[src/stfs_pkg.sv]
// shared constants and carrier types of the start-up timing supervisor
package stfs_pkg;

  // command codes of the three registers
  localparam logic [7:0] STFS_CMD_RISE_TIME = 8'h61;
  localparam logic [7:0] STFS_CMD_LIMIT = 8'h62;
  localparam logic [7:0] STFS_CMD_RESPONSE = 8'h63;

  // reset values
  localparam logic [6:0] STFS_RISE_RESET = 7'h03;
  localparam logic [6:0] STFS_LIMIT_RESET = 7'h00;
  localparam logic [7:0] STFS_RESPONSE_RESET = 8'hbf;

  // field positions of the response register
  localparam int STFS_IGNORE_BIT = 7;
  localparam int STFS_RETRY_MSB = 5;
  localparam int STFS_RETRY_LSB = 3;
  localparam logic [2:0] STFS_RETRY_NONE = 3'h0;
  localparam logic [2:0] STFS_RETRY_ALWAYS = 3'h7;

  // timing, in milliseconds of the time base except the one limit given in seconds
  localparam logic [6:0] STFS_LOOP_RISE_MS = 7'h64;
  localparam int STFS_SHORT_LIMIT_S = 4;
  localparam logic [12:0] STFS_SHORT_LIMIT_MS =
    13'(STFS_SHORT_LIMIT_S * 1000);
  localparam logic [3:0] STFS_RETRY_RISE_COUNT = 4'h7;
  localparam int STFS_TIMER_W = 13;

  // quantiser bucket bounds and effective times
  localparam int STFS_BUCKETS = 15;
  localparam logic [6:0] STFS_BOUND [STFS_BUCKETS-1] = '{
    7'h01, 7'h02, 7'h03, 7'h04, 7'h05, 7'h06, 7'h09, 7'h0c,
    7'h11, 7'h16, 7'h20, 7'h2c, 7'h3e, 7'h56};
  localparam logic [6:0] STFS_EFFECT [STFS_BUCKETS] = '{
    7'h01, 7'h02, 7'h03, 7'h04, 7'h05, 7'h06, 7'h07, 7'h0a,
    7'h0e, 7'h13, 7'h1b, 7'h25, 7'h34, 7'h48, 7'h64};

  // command request from the bus front end
  typedef struct packed {
    logic valid;
    logic write;
    logic [7:0] code;
    logic [15:0] wdata;
  } stfs_cmd_t;

  // command answer
  typedef struct packed {
    logic done;
    logic nack;
    logic [15:0] rdata;
  } stfs_rsp_t;

  // sticky status bits
  typedef struct packed {
    logic other_fault;
    logic output_voltage_summary_bit;
    logic startup_timeout_flag;
    logic communication_fault_bit;
    logic invalid_data;
    logic invalid_command_fault;
  } stfs_status_t;

  // supervisor states, gray along idle-ramp-on; ramp and wait differ in two bits
  typedef enum logic [2:0] {
    STFS_IDLE = 3'h0,
    STFS_RAMP = 3'h1,
    STFS_ON = 3'h3,
    STFS_WAIT = 3'h2,
    STFS_HALT = 3'h6
  } stfs_state_t;

endpackage

[src/stfs_quantize.sv]
// maps a programmed millisecond mantissa onto its effective bucket time
`timescale 1ns/1ps
`default_nettype none
module stfs_quantize
  import stfs_pkg::*;
#(
  parameter bit ZERO_IS_NONE = 1'b0
) (
  input wire logic clk_in,
  input wire logic rst_b_in,
  input wire logic [6:0] mant_in,
  output logic [6:0] time_ms_out
);

  logic [6:0] time_d;

  always_comb begin
    time_d = STFS_EFFECT[STFS_BUCKETS-1];
    for (int i = STFS_BUCKETS - 2; i >= 0; i--) begin
      if (mant_in <= STFS_BOUND[i]) begin
        time_d = STFS_EFFECT[i];
      end
    end
    if (ZERO_IS_NONE && mant_in == 7'h00) begin
      time_d = 7'h00;
    end
  end

  // result held in a register
  always_ff @(posedge clk_in or negedge rst_b_in) begin
    if (!rst_b_in) begin
      time_ms_out <= 7'h00;
    end else begin
      time_ms_out <= time_d;
    end
  end

endmodule
`default_nettype wire

[src/stfs_supervisor.sv]
// start-up timing registers and start-up timeout supervisor
// Functional notes
// - rise-time exponent reads as fixed zero, mantissa counts milliseconds
// - rise-time mantissa upper four bits zero, seven bits writable, reset 3
// - loop follower uses a fixed 100 ms rise time
// - rise mantissa maps to fifteen bucket times, above 86 gives 100
// - timeout timer starts at ramp entry, trips if output stays below UV
// - loop follower: limit/response access NACKed, invalid command, alert
// - start-up limit of zero disables the timeout timer
// - limit shorter than rise: trip four seconds after the rise ends
// - limit register fixed zero exponent and upper bits, resets disabled
// - limit not saved; restore-all sets it back to zero
// - limit zero means no limit, else same fifteen bucket times
// - timeout sets other, vout summary, timeout bits and raises alert unless masked
// - response register saved to nonvolatile copy on store-all
// - default response shuts down and retries after seven rise times
// - response bit 7 resets one, bit 6 reads zero, bits 2-0 read-only
// - ignore mode keeps regulating with flags; act mode shuts down
// - retry 000 stays off until cleared, 111 retries without end
// - retry values other than 000 or 111 rejected with comm fault
// - delay field mirrors bit 5; 111 waits seven rise times
`timescale 1ns/1ps
`default_nettype none
module stfs_supervisor
  import stfs_pkg::*;
(
  input wire logic clk_in,
  input wire logic rst_b_in,
  input wire stfs_cmd_t cmd_in,
  input wire logic loop_follower_in,
  input wire logic power_on_in,
  input wire logic ms_tick_in,
  input wire logic above_uv_in,
  input wire logic timeout_alert_mask_in,
  input wire logic clear_faults_in,
  input wire logic store_all_in,
  input wire logic restore_all_in,
  output stfs_rsp_t rsp_out,
  output stfs_status_t status_out,
  output logic alert_out,
  output logic ramp_active_out,
  output logic output_enable_out,
  output logic [6:0] eff_rise_ms_out
);

  logic [6:0] rise_q;
  logic [6:0] rise_d;
  logic [6:0] limit_q;
  logic [6:0] limit_d;
  logic ignore_or_act_select_q;
  logic ignore_or_act_select_d;
  logic [2:0] retry_setting_q;
  logic [2:0] retry_setting_d;
  logic [6:0] nv_rise_q;
  logic [3:0] nv_resp_q;
  stfs_state_t state_q;
  stfs_state_t state_d;
  logic [STFS_TIMER_W-1:0] cnt_q;
  logic [STFS_TIMER_W-1:0] cnt_d;
  logic tripped_q;
  logic tripped_d;
  stfs_status_t status_d;
  logic alert_d;
  stfs_rsp_t rsp_d;
  logic [6:0] rise_bucket;
  logic [6:0] limit_bucket;

  // quantisers for rise time and limit
  stfs_quantize #(.ZERO_IS_NONE(1'b0)) u_rise_q (
    .clk_in(clk_in),
    .rst_b_in(rst_b_in),
    .mant_in(rise_q),
    .time_ms_out(rise_bucket)
  );

  stfs_quantize #(.ZERO_IS_NONE(1'b1)) u_limit_q (
    .clk_in(clk_in),
    .rst_b_in(rst_b_in),
    .mant_in(limit_q),
    .time_ms_out(limit_bucket)
  );

  // command decode
  wire hit_rise = cmd_in.code == STFS_CMD_RISE_TIME;
  wire hit_limit = cmd_in.code == STFS_CMD_LIMIT;
  wire hit_resp = cmd_in.code == STFS_CMD_RESPONSE;
  wire hit_any = hit_rise | hit_limit | hit_resp;
  wire locked = loop_follower_in & hit_any;
  wire [2:0] new_retry = cmd_in.wdata[STFS_RETRY_MSB:STFS_RETRY_LSB];
  wire bad_retry = hit_resp & cmd_in.write &
    (new_retry != STFS_RETRY_NONE) & (new_retry != STFS_RETRY_ALWAYS);
  wire accept = cmd_in.valid & hit_any & ~locked & ~bad_retry;
  wire wr_ok = accept & cmd_in.write;
  wire ivc_event = cmd_in.valid & locked;
  wire cml_event = cmd_in.valid & ~locked & bad_retry;

  // read data assembly
  // bit 6 zero, bits 2-0 follow
  wire [7:0] resp_view = {ignore_or_act_select_q, 1'b0, retry_setting_q,
    {3{retry_setting_q[2]}}};
  wire [15:0] rdata_sel = hit_rise ? {9'h000, rise_q} :
    hit_limit ? {9'h000, limit_q} : {8'h00, resp_view};

  // effective times
  // follower rise time
  wire [6:0] rise_eff = loop_follower_in ? STFS_LOOP_RISE_MS : rise_bucket;
  wire short_limit = limit_bucket < rise_eff;
  wire [STFS_TIMER_W-1:0] deadline = short_limit ?
    STFS_SHORT_LIMIT_MS + STFS_TIMER_W'(rise_eff) :
    STFS_TIMER_W'(limit_bucket);
  // retry wait of seven rise times
  // seven rise times
  // widen both factors first so seven times 100 ms cannot wrap
  wire [STFS_TIMER_W-1:0] retry_wait =
    STFS_TIMER_W'(rise_eff) * STFS_TIMER_W'(STFS_RETRY_RISE_COUNT);
  // trip at deadline while below UV
  wire timeout_hit = (state_q == STFS_RAMP) & (limit_bucket != 7'h00) &
    ~tripped_q & ~above_uv_in & (cnt_q >= deadline);
  wire act = timeout_hit & ignore_or_act_select_q;

  // register writes and restore
  always_comb begin
    rise_d = rise_q;
    limit_d = limit_q;
    ignore_or_act_select_d = ignore_or_act_select_q;
    retry_setting_d = retry_setting_q;
    if (wr_ok && hit_rise) begin
      rise_d = cmd_in.wdata[6:0];
    end
    if (wr_ok && hit_limit) begin
      limit_d = cmd_in.wdata[6:0];
    end
    if (wr_ok && hit_resp) begin
      ignore_or_act_select_d = cmd_in.wdata[STFS_IGNORE_BIT];
      retry_setting_d = new_retry;
    end
    if (restore_all_in) begin
      rise_d = nv_rise_q;
      limit_d = STFS_LIMIT_RESET;
      ignore_or_act_select_d = nv_resp_q[3];
      retry_setting_d = nv_resp_q[2:0];
    end
  end

  // supervisor sequencing
  always_comb begin
    state_d = state_q;
    tripped_d = tripped_q | timeout_hit;
    unique case (state_q)
      STFS_IDLE: begin
        if (power_on_in) begin
          state_d = STFS_RAMP;
        end
      end
      STFS_RAMP: begin
        if (act) begin
          state_d = (retry_setting_q == STFS_RETRY_ALWAYS) ?
            STFS_WAIT : STFS_HALT;
        end else if (above_uv_in) begin
          state_d = STFS_ON;
        end
      end
      STFS_ON: begin
        state_d = STFS_ON;
      end
      STFS_WAIT: begin
        if (cnt_q >= retry_wait) begin
          state_d = STFS_RAMP;
        end
      end
      STFS_HALT: begin
        if (clear_faults_in) begin
          state_d = STFS_IDLE;
        end
      end
      default: begin
        state_d = STFS_IDLE;
      end
    endcase
    if (!power_on_in) begin
      state_d = STFS_IDLE;
    end
    if (state_d == STFS_RAMP && state_q != STFS_RAMP) begin
      tripped_d = 1'b0;
    end
  end

  // millisecond timer restarts on every state change
  always_comb begin
    cnt_d = cnt_q;
    if (state_d != state_q) begin
      cnt_d = '0;
    end else if (ms_tick_in && cnt_q != '1) begin
      cnt_d = cnt_q + 1'b1;
    end
  end

  // status, set wins over clear
  // timeout status and alert
  always_comb begin
    status_d = clear_faults_in ? '0 : status_out;
    alert_d = clear_faults_in ? 1'b0 : alert_out;
    if (timeout_hit) begin
      status_d.other_fault = 1'b1;
      status_d.output_voltage_summary_bit = 1'b1;
      status_d.startup_timeout_flag = 1'b1;
      alert_d = alert_d | ~timeout_alert_mask_in;
    end
    if (cml_event) begin
      status_d.communication_fault_bit = 1'b1;
      status_d.invalid_data = 1'b1;
      alert_d = 1'b1;
    end
    if (ivc_event) begin
      status_d.invalid_command_fault = 1'b1;
      alert_d = 1'b1;
    end
  end

  // answer to each command, one cycle later
  always_comb begin
    rsp_d.done = cmd_in.valid;
    rsp_d.nack = cmd_in.valid & ~accept;
    rsp_d.rdata = (accept & ~cmd_in.write) ? rdata_sel : 16'h0000;
  end

  // configuration registers
  // ignore bit resets to one
  always_ff @(posedge clk_in or negedge rst_b_in) begin
    if (!rst_b_in) begin
      rise_q <= STFS_RISE_RESET;
      limit_q <= STFS_LIMIT_RESET;
      ignore_or_act_select_q <= STFS_RESPONSE_RESET[STFS_IGNORE_BIT];
      retry_setting_q <= STFS_RESPONSE_RESET[5:3];
    end else begin
      rise_q <= rise_d;
      limit_q <= limit_d;
      ignore_or_act_select_q <= ignore_or_act_select_d;
      retry_setting_q <= retry_setting_d;
    end
  end

  // nonvolatile image
  // store response
  always_ff @(posedge clk_in or negedge rst_b_in) begin
    if (!rst_b_in) begin
      nv_rise_q <= STFS_RISE_RESET;
      nv_resp_q <= {STFS_RESPONSE_RESET[STFS_IGNORE_BIT],
        STFS_RESPONSE_RESET[5:3]};
    end else if (store_all_in) begin
      nv_rise_q <= rise_q;
      nv_resp_q <= {ignore_or_act_select_q, retry_setting_q};
    end
  end

  // state, timer and flags
  always_ff @(posedge clk_in or negedge rst_b_in) begin
    if (!rst_b_in) begin
      state_q <= STFS_IDLE;
      cnt_q <= '0;
      tripped_q <= 1'b0;
      status_out <= '0;
      alert_out <= 1'b0;
      rsp_out <= '0;
    end else begin
      state_q <= state_d;
      cnt_q <= cnt_d;
      tripped_q <= tripped_d;
      status_out <= status_d;
      alert_out <= alert_d;
      rsp_out <= rsp_d;
    end
  end

  // registered converter controls
  always_ff @(posedge clk_in or negedge rst_b_in) begin
    if (!rst_b_in) begin
      ramp_active_out <= 1'b0;
      output_enable_out <= 1'b0;
      eff_rise_ms_out <= STFS_RISE_RESET;
    end else begin
      ramp_active_out <= state_d == STFS_RAMP;
      output_enable_out <= (state_d == STFS_RAMP) || (state_d == STFS_ON);
      eff_rise_ms_out <= rise_eff;
    end
  end

endmodule
`default_nettype wire

[config.mk]
export PLATFORM = sky130hd
export DESIGN_NAME = stfs_supervisor
export DESIGN_NICKNAME = d
export VERILOG_FILES = /design/src/stfs_pkg.sv /design/src/stfs_quantize.sv /design/src/stfs_supervisor.sv
export SDC_FILE = /design/constraint.sdc
export NUM_CORES = 1
export LEC_CHECK = 0
export ABC_CLOCK_PERIOD_IN_PS = 4690
export BUFFER_PORTS_ARGS = -buffer_cell sky130_fd_sc_hd__buf_2
export CAP_MARGIN = 30
export CORE_MARGIN = 5
export CORE_UTILIZATION = 35
export DETAILED_ROUTE_END_ITERATION = 16
export SLEW_MARGIN = 40
export SYNTH_ARGS = -nofsm -noshare
export SYNTH_HDL_FRONTEND = slang
export SYNTH_SLANG_ARGS = --single-unit
[constraint.sdc]
create_clock -name clk_in -period 4.69 [get_ports clk_in]
set_input_delay 0.2345 -clock clk_in [delete_from_list [all_inputs] [get_ports clk_in]]
set_output_delay 0.2345 -clock clk_in [all_outputs]
set_load 0.005 [all_outputs]
==> flow_summary_export.csv, run 1 <==
group,metric,value,unit
power,power_density,259,mW/mm2
min_path,hold_class,"in -> reg",
global_routing,track_usage,14.5,%
flow_run,drv_cap,0,
timing,tns,0,ps
cells_and_area,fillers,1512,
clocking,htree_levels,3,
global_routing,antenna_found_initial,0,
run_status,status,"finished clean",
cells_and_area,seq_area,0.00210,mm2
place,port_buffers,53,
place,hpwlAfterDp,9.38,mm
timing,tightest_slew,843,ps
cells_and_area,drive_gt1_share,20.9,%
yosys,avgSynthCellArea,9.57,um2
detailed_routing,num_vias,4251,
power,vdd_drop_max,0.000277,V
cells_and_area,n_antenna_cell,0,
cells_and_area,layout_commonest_cell,"dfrtp_1",
min_path,min_from,"cmd_in[25]",
global_routing,grt_pass1_wl,21.1,mm
timing,rsz0062_at_grt,"false",
clocking,path_clk_slew,70,ps
timing,slew_headroom,43.7,%
yosys,async_flop_share,100,%
cells_and_area,multi_input_area,0.00301,mm2
yosys,yosysSeqAreaShare,39.1,%
power,p_leak,2.85,nW
cells_and_area,nNetsFinal,675,
clocking,numCtsBuffers,9,
die,die_y,134,um
yosys,yosys_most_used_dff,"dfrtp_1",
place,gp_congestion,0.820,
clocking,clock-sinks,83,
critical_path,crit_path_start_kind,"flop",
timing,hold_slack,56.8,ps
critical_path,critical_path_class,"reg -> reg",
die,rows,45,
die,die_w,134,um
timing,skew,6.15,ps
timing,hold_viol,0,
cells_and_area,final_cell_mix,"dfrtp_1, buf_2, nor2_1, ha_1, nand2_1",
timing,setup_viol,0,
critical_path,required,4930,ps
yosys,synth_seq_cells,83,
detailed_routing,routed_wirelength,12.6,mm
die,die_area,0.0179,mm2
timing,drv_slew,0,
global_routing,grt_overflow,0,
timing,fmax,230,MHz
place,post-place-ws,245,ps
global_routing,grt_start_max_net_pins,84,
critical_path,critPathLaunch,"u_rise_q.time_ms_out[1]",
timing,layout_setup_ws,335,ps
detailed_routing,drc,0,
critical_path,worstPathArrival,4590,ps
timing,fin_crit,4350,ps
critical_path,critPathCaptureType,"flop",
die,start_util,35.5,%
timing,final.period_utilization,92.8,%
detailed_routing,drt-pass1-iter-count,6,
cells_and_area,final_util,40.1,%
cells_and_area,area_delta_synth_final,12.7,%
detailed_routing,drtIter0Drc,279,
detailed_routing,antenna_left,0,
detailed_routing,avgViaCountPerCell,5.37,
clocking,cts_tree,"built",
global_routing,grt_pass1_vias,4342,
yosys,ys_warn_count,0,
clocking,clockBufferDepth,2,
yosys,synth_cell_types,64,
die,ioPinCount,70,
detailed_routing,wl_per_cell,15.9,um
clocking,clockRootBuffer,"clkbuf_16",
clocking,clk_latency,350,ps
yosys,netlist_instances,560,
critical_path,rr_startpoint,"u_rise_q.time_ms_out[1]",
power,power,1.57,mW
yosys,synth-edff-count,0,
yosys,synthesis.area,0.00536,mm2
die,fp.coreArea,0.0151,mm2
critical_path,path_max_fanout,5,
[worst paths after layout]
| check | slack [ps] | to | cells past startpoint |
|---|---|---|---|
| hold reg to reg | 470 | rise_q[1] | 2 |
| min in group asynchronous | 480 | eff_rise_ms_out[5] | 2 |
| max in group asynchronous | 3720 | cnt_q[12] | 2 |
| hold / removal | 60 | rsp_out[17] | 1 |
| setup reg to reg | 340 | ramp_active_out | 19 |
| setup / recovery | 340 | ramp_active_out | 19 |
[logic make-up (layout without fill, tap and decap cells)]
| group | count (synthesis) | in the layout | synth area share [%] |
|---|---|---|---|
| AO/OA/AOI/OAI | 124 | 124 | 15.4 |
| buffers and inverters | 64 | 101 | 5.60 |
| flip-flops | 83 | 83 | 39.1 |
| multiplexers | 41 | 41 | 7.93 |
| AND/OR/NAND/NOR | 185 | 185 | 18.8 |
| other | 1 | 8 | 0.0699 |
| adder cells (fa/ha/maj) | 41 | 41 | 9.66 |
| XOR/XNOR | 21 | 21 | 3.43 |
[flip-flops by register name (all words and copies together) (netlist names), 4 cells and up]
name / flops
u_rise_q.time_ms_out: 7
rise_q: 7
rsp_out: 10
nv_rise_q: 7
limit_q: 7
cnt_q: 13
u_limit_q.time_ms_out: 7
eff_rise_ms_out: 7
nv_resp_q: 4
[metal layers]
metal | global-route usage, % | vias to the layer above | wire length [um]
met4 | 4.34 | 0 | 164
li1 | - | 2074 | -
met2 | 23.8 | 85 | 6060
met3 | 4.31 | 17 | 570
met5 | 0 | - | 0
met1 | 18.5 | 2075 | 5780
[worst max-delay path, stage by stage (launching register included)]
cell	delay, ps
dfrtp_2	440
xor2_1	150
nor2b_1	140
ha_1	180
or2_2	320
fa_1	440
a21oi_1	150
nor2_1	60
nor2_2	120
o21bai_1	80
a21oi_1	180
xor2_1	170
ha_1	290
and4_1	200
a2111oi_4	410
o211ai_1	200
buf_4	180
o21ai_0	170
o21ba_2	190
o21a_1	170
[synth_stat cells, drive strengths merged, types with 3 or more instances]
master	n	area share (%)
a211oi	13	1.9
a21o	10	1.4
a21oi	26	2.4
a31oi	5	0.58
and3	5	0.58
buf	14	2.1
clkbuf	24	1.7
dfrtp	69	32
dfstp	14	6.9
ha	39	9.1
inv	26	1.8
mux2	12	2.5
mux2i	29	5.4
nand2	34	2.4
nand2b	15	1.8
nand3	8	0.75
nand4	10	1.2
nor2	45	3.2
nor2b	7	0.82
nor3	30	3.8
nor4	5	0.58
o211ai	3	0.51
o21a	8	1.1
o21ai	37	3.5
o21bai	4	0.56
o22ai	5	0.58
or2	4	0.47
or3	6	0.70
or4	4	0.70
xnor2	17	2.8
xor2	4	0.65
[repair_timing]
item / in CTS / in global routing
gates resized for setup: 0 / 4
setup endpoints to repair: 0 / 14
setup buffers: 0 / 1
endpoints found under the hold margin: 69 / 0
hold buffers: 1 / 0
[power by group]
part,switching (mW),internal [mW]
clock network,0.309,0.367
registers,0.0108,0.725
logic,0.0965,0.0597
total,0.417,1.15
[layout make-up]
| class | count | area share, % |
|---|---|---|
| repair buffers | 59 | 5.38 |
| inverters | 26 | 1.61 |
| multi-input cells | 420 | 49.7 |
| clock inverters | 7 | 0.973 |
| flip-flops and latches | 83 | 34.7 |
| well taps | 188 | 3.89 |
| clock buffers | 9 | 3.73 |
[stage by stage]
step	std cells	area, um2
2_1_floorplan	567	5390
3_3_place_gp	774	5720
3_5_place_dp	774	5720
4_1_cts	791	6020
5_1_grt	792	6040
6_report	792	6040
Note: power is estimated with default switching activity, not from simulation.
==> inputs of run 2 (changes only) <==
Settings changed: CORE_MARGIN 5 to default.
==> run 2 against run 1 <==
Compared with the run above: clock-buffer cell count unchanged; wire length decreased by 0.65%; clock skew about the same; cell count decreased by 0.51%; global-route usage increased by 2.5 points; flip-flop and latch count unchanged; critical path type unchanged; largest cell class unchanged; largest power group unchanged.
==> flow_summary_export.csv, run 2 (synthesis gave the netlist of run 1 again) <==
group,metric,value,unit
detailed_routing,routed_wirelength,12.5,mm
cells_and_area,area_delta_synth_final,12.8,%
cells_and_area,final_util,41.0,%
power,p_comb_share,10.3,%
timing,skew,6.38,ps
place,gp_congestion,0.801,
critical_path,ff2ff_path_depth,19,
critical_path,critPathCaptureType,"flop",
die,die_y,126,um
cells_and_area,fillers,1443,
critical_path,cpPeakStageDelay,430,ps
timing,final.period_utilization,93.8,%
timing,tightest_slew,680,ps
global_routing,track_usage,17.0,%
critical_path,critical_path_class,"reg -> reg",
timing,fmax,227,MHz
clocking,clk_latency,350,ps
die,start_util,36.3,%
timing,hold_slack,60.6,ps
place,place_area,0.00574,mm2
place,post-place-ws,312,ps
global_routing,grtUsageMet1,21.1,%
place,port_buffers,53,
critical_path,path_buf_inv,1,
die,die_area,0.0158,mm2
power,p_switching,0.418,mW
timing,slew_headroom,54.7,%
power,p_int,1.15,mW
timing,fin_crit,4400,ps
cells_and_area,largest-register,"cnt_q",
critical_path,crit_slowest_cell,"fa_1",
cells_and_area,layout_commonest_cell,"dfrtp_1",
critical_path,crit_path_start_kind,"flop",
die,fp.coreArea,0.0148,mm2
critical_path,path_max_fanout,13,
power,power_density,260,mW/mm2
global_routing,grt_overflow,0,
die,rows,44,
timing,drv_slew,0,
power,power,1.57,mW
clocking,cts_tree,"built",
critical_path,timing.rr.end,"cnt_q[1]",
min_path,min_from,"cmd_in[25]",
detailed_routing,drt-pass1-iter-count,4,
power,p_clk_share,42.9,%
global_routing,grt_pass1_wl,21.3,mm
detailed_routing,num_vias,4214,
critical_path,required,4940,ps
detailed_routing,wl_per_cell,15.9,um
global_routing,grt_pass1_vias,4350,
global_routing,grt_start_max_net_pins,84,
place,place_inst,771,
timing,layout_setup_ws,291,ps
timing,hold_viol,0,
die,ioPinCount,70,
global_routing,grtUsageMet2,28.7,%
power,vdd_drop_max,0.000283,V
run_status,status,"finished clean",
cells_and_area,largest_registers,"cnt_q (13), rsp_out (10)",
cells_and_area,drive_gt1_share,20.7,%
min_path,hold_depth,1,
critical_path,r2r_slack,290,ps
critical_path,worstPathArrival,4650,ps
power,pwr-share-seq,46.8,%
cells_and_area,largest_reg_flops,13,
global_routing,antenna_found_initial,0,
critical_path,critPathTopFamily,"compound AO/OA/AOI/OAI gates",
critical_path,rr_startpoint,"u_rise_q.time_ms_out[0]",
cells_and_area,fin_area,0.00605,mm2
detailed_routing,drtIter0Drc,208,
detailed_routing,drc,0,
power,p_leak,2.84,nW
clocking,htree_levels,3,
clocking,clockRootBuffer,"clkbuf_16",
timing,tns,0,ps
global_routing,top_usage_layer,"met2",
cells_and_area,final_cell_mix,"dfrtp_1, buf_2, nor2_1, ha_1, nand2_1",
power,switching_share,26.6,%
detailed_routing,avgViaCountPerCell,5.35,
cells_and_area,nNetsFinal,675,
cells_and_area,n_antenna_cell,0,
place,hpwlAfterDp,9.15,mm
clocking,clockBufferDepth,2,
clocking,clock-sinks,83,
global_routing,use_met3,4.42,%
clocking,path_clk_slew,60,ps
clocking,numCtsBuffers,9,
timing,setup_viol,0,
cells_and_area,layout.cells.non_filler,788,
min_path,min_to,"rsp_out[17]",
flow_run,drv_cap,0,
detailed_routing,antenna_left,0,
min_path,hold_class,"in -> reg",
die,die_w,126,um
critical_path,path_cells,"xor2_1 > nor2b_1 > ha_1 > or2_2 > fa_1 > a21oi_1 > nor2_1 > nor2_1 > o21bai_1 > a21oi_1 > xor2_1 > ha_1 > and4_1 > a2111oi_4 > o21ai_2 > a211oi_2 > a221oi_4 > buf_12 > nor3_1",
run 2: metal layers:
metal | wire length [um] | share of wire, %
met5 | 0 | 0
met4 | 204 | 1.6
met2 | 6000 | 48
met1 | 5800 | 46
met3 | 498 | 4.0
run 2: area by class of cell:
cell class / instances / area, um2 / area share (%)
repair buffers: 59 / 334 / 5.52
inverters: 26 / 97.6 / 1.61
well taps: 184 / 230 / 3.81
flip-flops and latches: 83 / 2090 / 34.6
clock inverters: 7 / 56.3 / 0.931
multi-input cells: 420 / 3010 / 49.8
clock buffers: 9 / 225 / 3.72
run 2: what timing repair did:
item,4_1_cts,5_1_grt
hold endpoints to repair,69,0
buffers inserted,0,0
endpoints found under the setup margin,0,6
gates resized for setup,0,2
hold buffers,1,0
run 2: worst register-to-register path: stages (launching register included):
cell and delay (ps):
dfrtp_1 420, xor2_1 170, nor2b_1 150, ha_1 190, or2_2 320, fa_1 430, a21oi_1 140, nor2_1 50
nor2_1 140, o21bai_1 80, a21oi_1 170, xor2_1 180, ha_1 290, and4_1 210, a2111oi_4 380, o21ai_2 110
a211oi_2 350, a221oi_4 120, buf_12 180, nor3_1 220
run 2: power groups by stage:
stage / Combinational [mW] / Sequential (mW) / Clock [mW]
3_3_place_gp: 0.152 / 0.748 / 0
4_1_cts: 0.161 / 0.735 / 0.697
3_5_place_dp: 0.159 / 0.748 / 0
5_1_grt: 0.182 / 0.736 / 0.723
6_report: 0.161 / 0.735 / 0.674
2_1_floorplan: 0.100 / 0.746 / 0
run 2: worst max-delay path by stage:
| stage | startpoint | depth (start not counted) | to | slack (ps) |
|---|---|---|---|---|
| after global placement | u_rise_q.time_ms_out[0] | 19 | cnt_q[1] | 420 |
| after detailed placement | u_rise_q.time_ms_out[0] | 19 | cnt_q[1] | 310 |
| after CTS | u_rise_q.time_ms_out[0] | 19 | cnt_q[1] | 290 |
| after global routing | u_rise_q.time_ms_out[0] | 19 | cnt_q[1] | -4 |
| final | u_rise_q.time_ms_out[0] | 19 | cnt_q[1] | 290 |
| after floorplan | loop_follower_in | 20 | cnt_q[11] | 620 |
==> inputs of run 3 (changes only) <==
Settings changed: PLACE_DENSITY_LB_ADDON from default to 0.3.
==> run 3 against run 2 <==
Compared with the run above: wire length shrank 2.0%; flip-flop and latch count is the same; non-clock buffer count is the same; design area grew 0.12%; setup slack gained 45 ps; critical endpoint is now cnt_q[0]; global-route usage shrank 0.48 points; utilization grew 0.051 points; clock-buffer cell count is the same; die area is the same; worst hold slack lost 8.6 ps; largest power group unchanged; sequential share of layout area is essentially flat; via count shrank 0.62%.
==> flow_summary_export.csv, run 3 (synthesis gave the netlist of run 1 again) <==
group,metric,value,unit
run_status,status,"finished clean",
timing,hold_viol,0,
timing,hold_slack,51.9,ps
die,die_w,126,um
die,start_util,36.3,%
clocking,cts_tree,"built",
die,die_area,0.0158,mm2
clocking,clk_latency,350,ps
power,power_density,262,mW/mm2
timing,setup_viol,0,
die,ioPinCount,70,
detailed_routing,drtIter0Drc,230,
cells_and_area,layout_commonest_cell,"dfrtp_1",
detailed_routing,wl_per_cell,15.5,um
cells_and_area,final_cell_mix,"dfrtp_1, buf_2, nor2_1, ha_1, nand2_1",
cells_and_area,drive_gt1_share,20.9,%
global_routing,grt_start_max_net_pins,84,
timing,slew_headroom,54.5,%
place,port_buffers,53,
global_routing,track_usage,16.5,%
cells_and_area,nNetsFinal,675,
flow_run,drv_cap,0,
cells_and_area,largest-register,"cnt_q",
detailed_routing,avgViaCountPerCell,5.31,
die,die_y,126,um
clocking,clockRootBuffer,"clkbuf_16",
global_routing,grt_pass1_wl,20.8,mm
die,rows,44,
cells_and_area,n_antenna_cell,0,
place,hpwlAfterDp,8.94,mm
power,vdd_drop_max,0.000250,V
clocking,numCtsBuffers,9,
global_routing,grt_pass1_vias,4228,
critical_path,critical_path_class,"reg -> reg",
timing,fin_crit,4350,ps
cells_and_area,largest_registers,"cnt_q (13), rsp_out (10)",
global_routing,grt_overflow,0,
timing,fmax,230,MHz
critical_path,required,4900,ps
timing,tns,0,ps
critical_path,worstPathArrival,4560,ps
timing,drv_slew,0,
detailed_routing,antenna_left,0,
timing,final.period_utilization,92.8,%
detailed_routing,drc,0,
critical_path,critPathCaptureType,"flop",
detailed_routing,num_vias,4188,
timing,tightest_slew,683,ps
critical_path,crit_path_start_kind,"flop",
timing,skew,6.63,ps
min_path,hold_class,"in -> reg",
timing,rsz0062_at_grt,"false",
clocking,htree_levels,3,
die,fp.coreArea,0.0148,mm2
cells_and_area,area_delta_synth_final,12.9,%
detailed_routing,routed_wirelength,12.2,mm
global_routing,antenna_found_initial,0,
clocking,clockBufferDepth,2,
clocking,clock-sinks,83,
place,gp_congestion,0.828,
clocking,path_clk_slew,60,ps
cells_and_area,final_util,41.0,%
cells_and_area,largest_reg_flops,13,
power,p_leak,2.85,nW
detailed_routing,drt-pass1-iter-count,5,
critical_path,path_max_fanout,14,
## run 3: repair_timing
| action | 4_1_cts | 5_1_grt |
|---|---|---|
| gates resized for setup | 0 | 4 |
| hold buffers | 1 | 0 |
| setup endpoints to repair | 0 | 13 |
| endpoints found under the hold margin | 69 | 0 |
| setup buffers | 0 | 0 |
## run 3: per-layer routing
layer / up-vias / GRT usage, % / share of wire, %
li1: 2069 / - / -
met1: 2014 / 20.8 / 47
met2: 91 / 28.2 / 48
met3: 14 / 3.70 / 3.8
met4: 0 / 5.17 / 1.3
met5: - / 0 / 0
## run 3: worst paths after layout
| check | from | to | slack, ps | depth (start not counted) |
|---|---|---|---|---|
| worst max-delay path | u_rise_q.time_ms_out[1] | cnt_q[0] | 340 | 19 |
| worst min-delay path | cmd_in[25] | rsp_out[17] | 50 | 1 |
| worst max register to register | u_rise_q.time_ms_out[1] | cnt_q[0] | 340 | 19 |
| worst min register to register | nv_rise_q[1] | rise_q[1] | 470 | 2 |
| max in group asynchronous | rst_b_in | nv_rise_q[5] | 3710 | 2 |
| min in group asynchronous | rst_b_in | eff_rise_ms_out[6] | 470 | 2 |
## run 3: final cells by class
class,instances,area [um2]
repair buffers,59,325
inverters,26,97.6
fillers,1450,8700
multi-input cells,420,3020
flip-flops and latches,83,2100
clock inverters,7,65.1
well taps,184,230
clock buffers,9,225
## run 3: worst max-delay path, cell delays in order, from the launching register on
cell and delay [ps]:
dfrtp_2 440, xor2_1 140, nor2b_1 140, ha_1 190
or2_2 320, fa_1 440, a21oi_1 140, nor2_1 50
nor2_1 180, o21bai_1 100, a21oi_1 170, xor2_1 90
ha_1 350, and4_1 220, o21ai_0 170, o211ai_1 270
nand2_1 180, a221oi_2 310, buf_6 230, nor3_1 90
## run 3: power by group
| group | internal, mW | switching, mW | leakage, nW |
|---|---|---|---|
| Clock | 0.373 | 0.321 | 0.141 |
| Sequential | 0.725 | 0.0108 | 1.08 |
| Combinational | 0.0599 | 0.0974 | 1.63 |
| Total | 1.16 | 0.429 | 2.85 |
## run 3: stage by stage
step                      total power [mW]  setup WS (ps)  area, um2  cells
after global placement               0.897            306       5720    771
final                                 1.59            337       6050    788
after floorplan                      0.847            619       5390    567
after detailed placement             0.903            172       5720    771
after CTS                             1.61            154       6020    788
after global routing                  1.66           32.6       6050    788
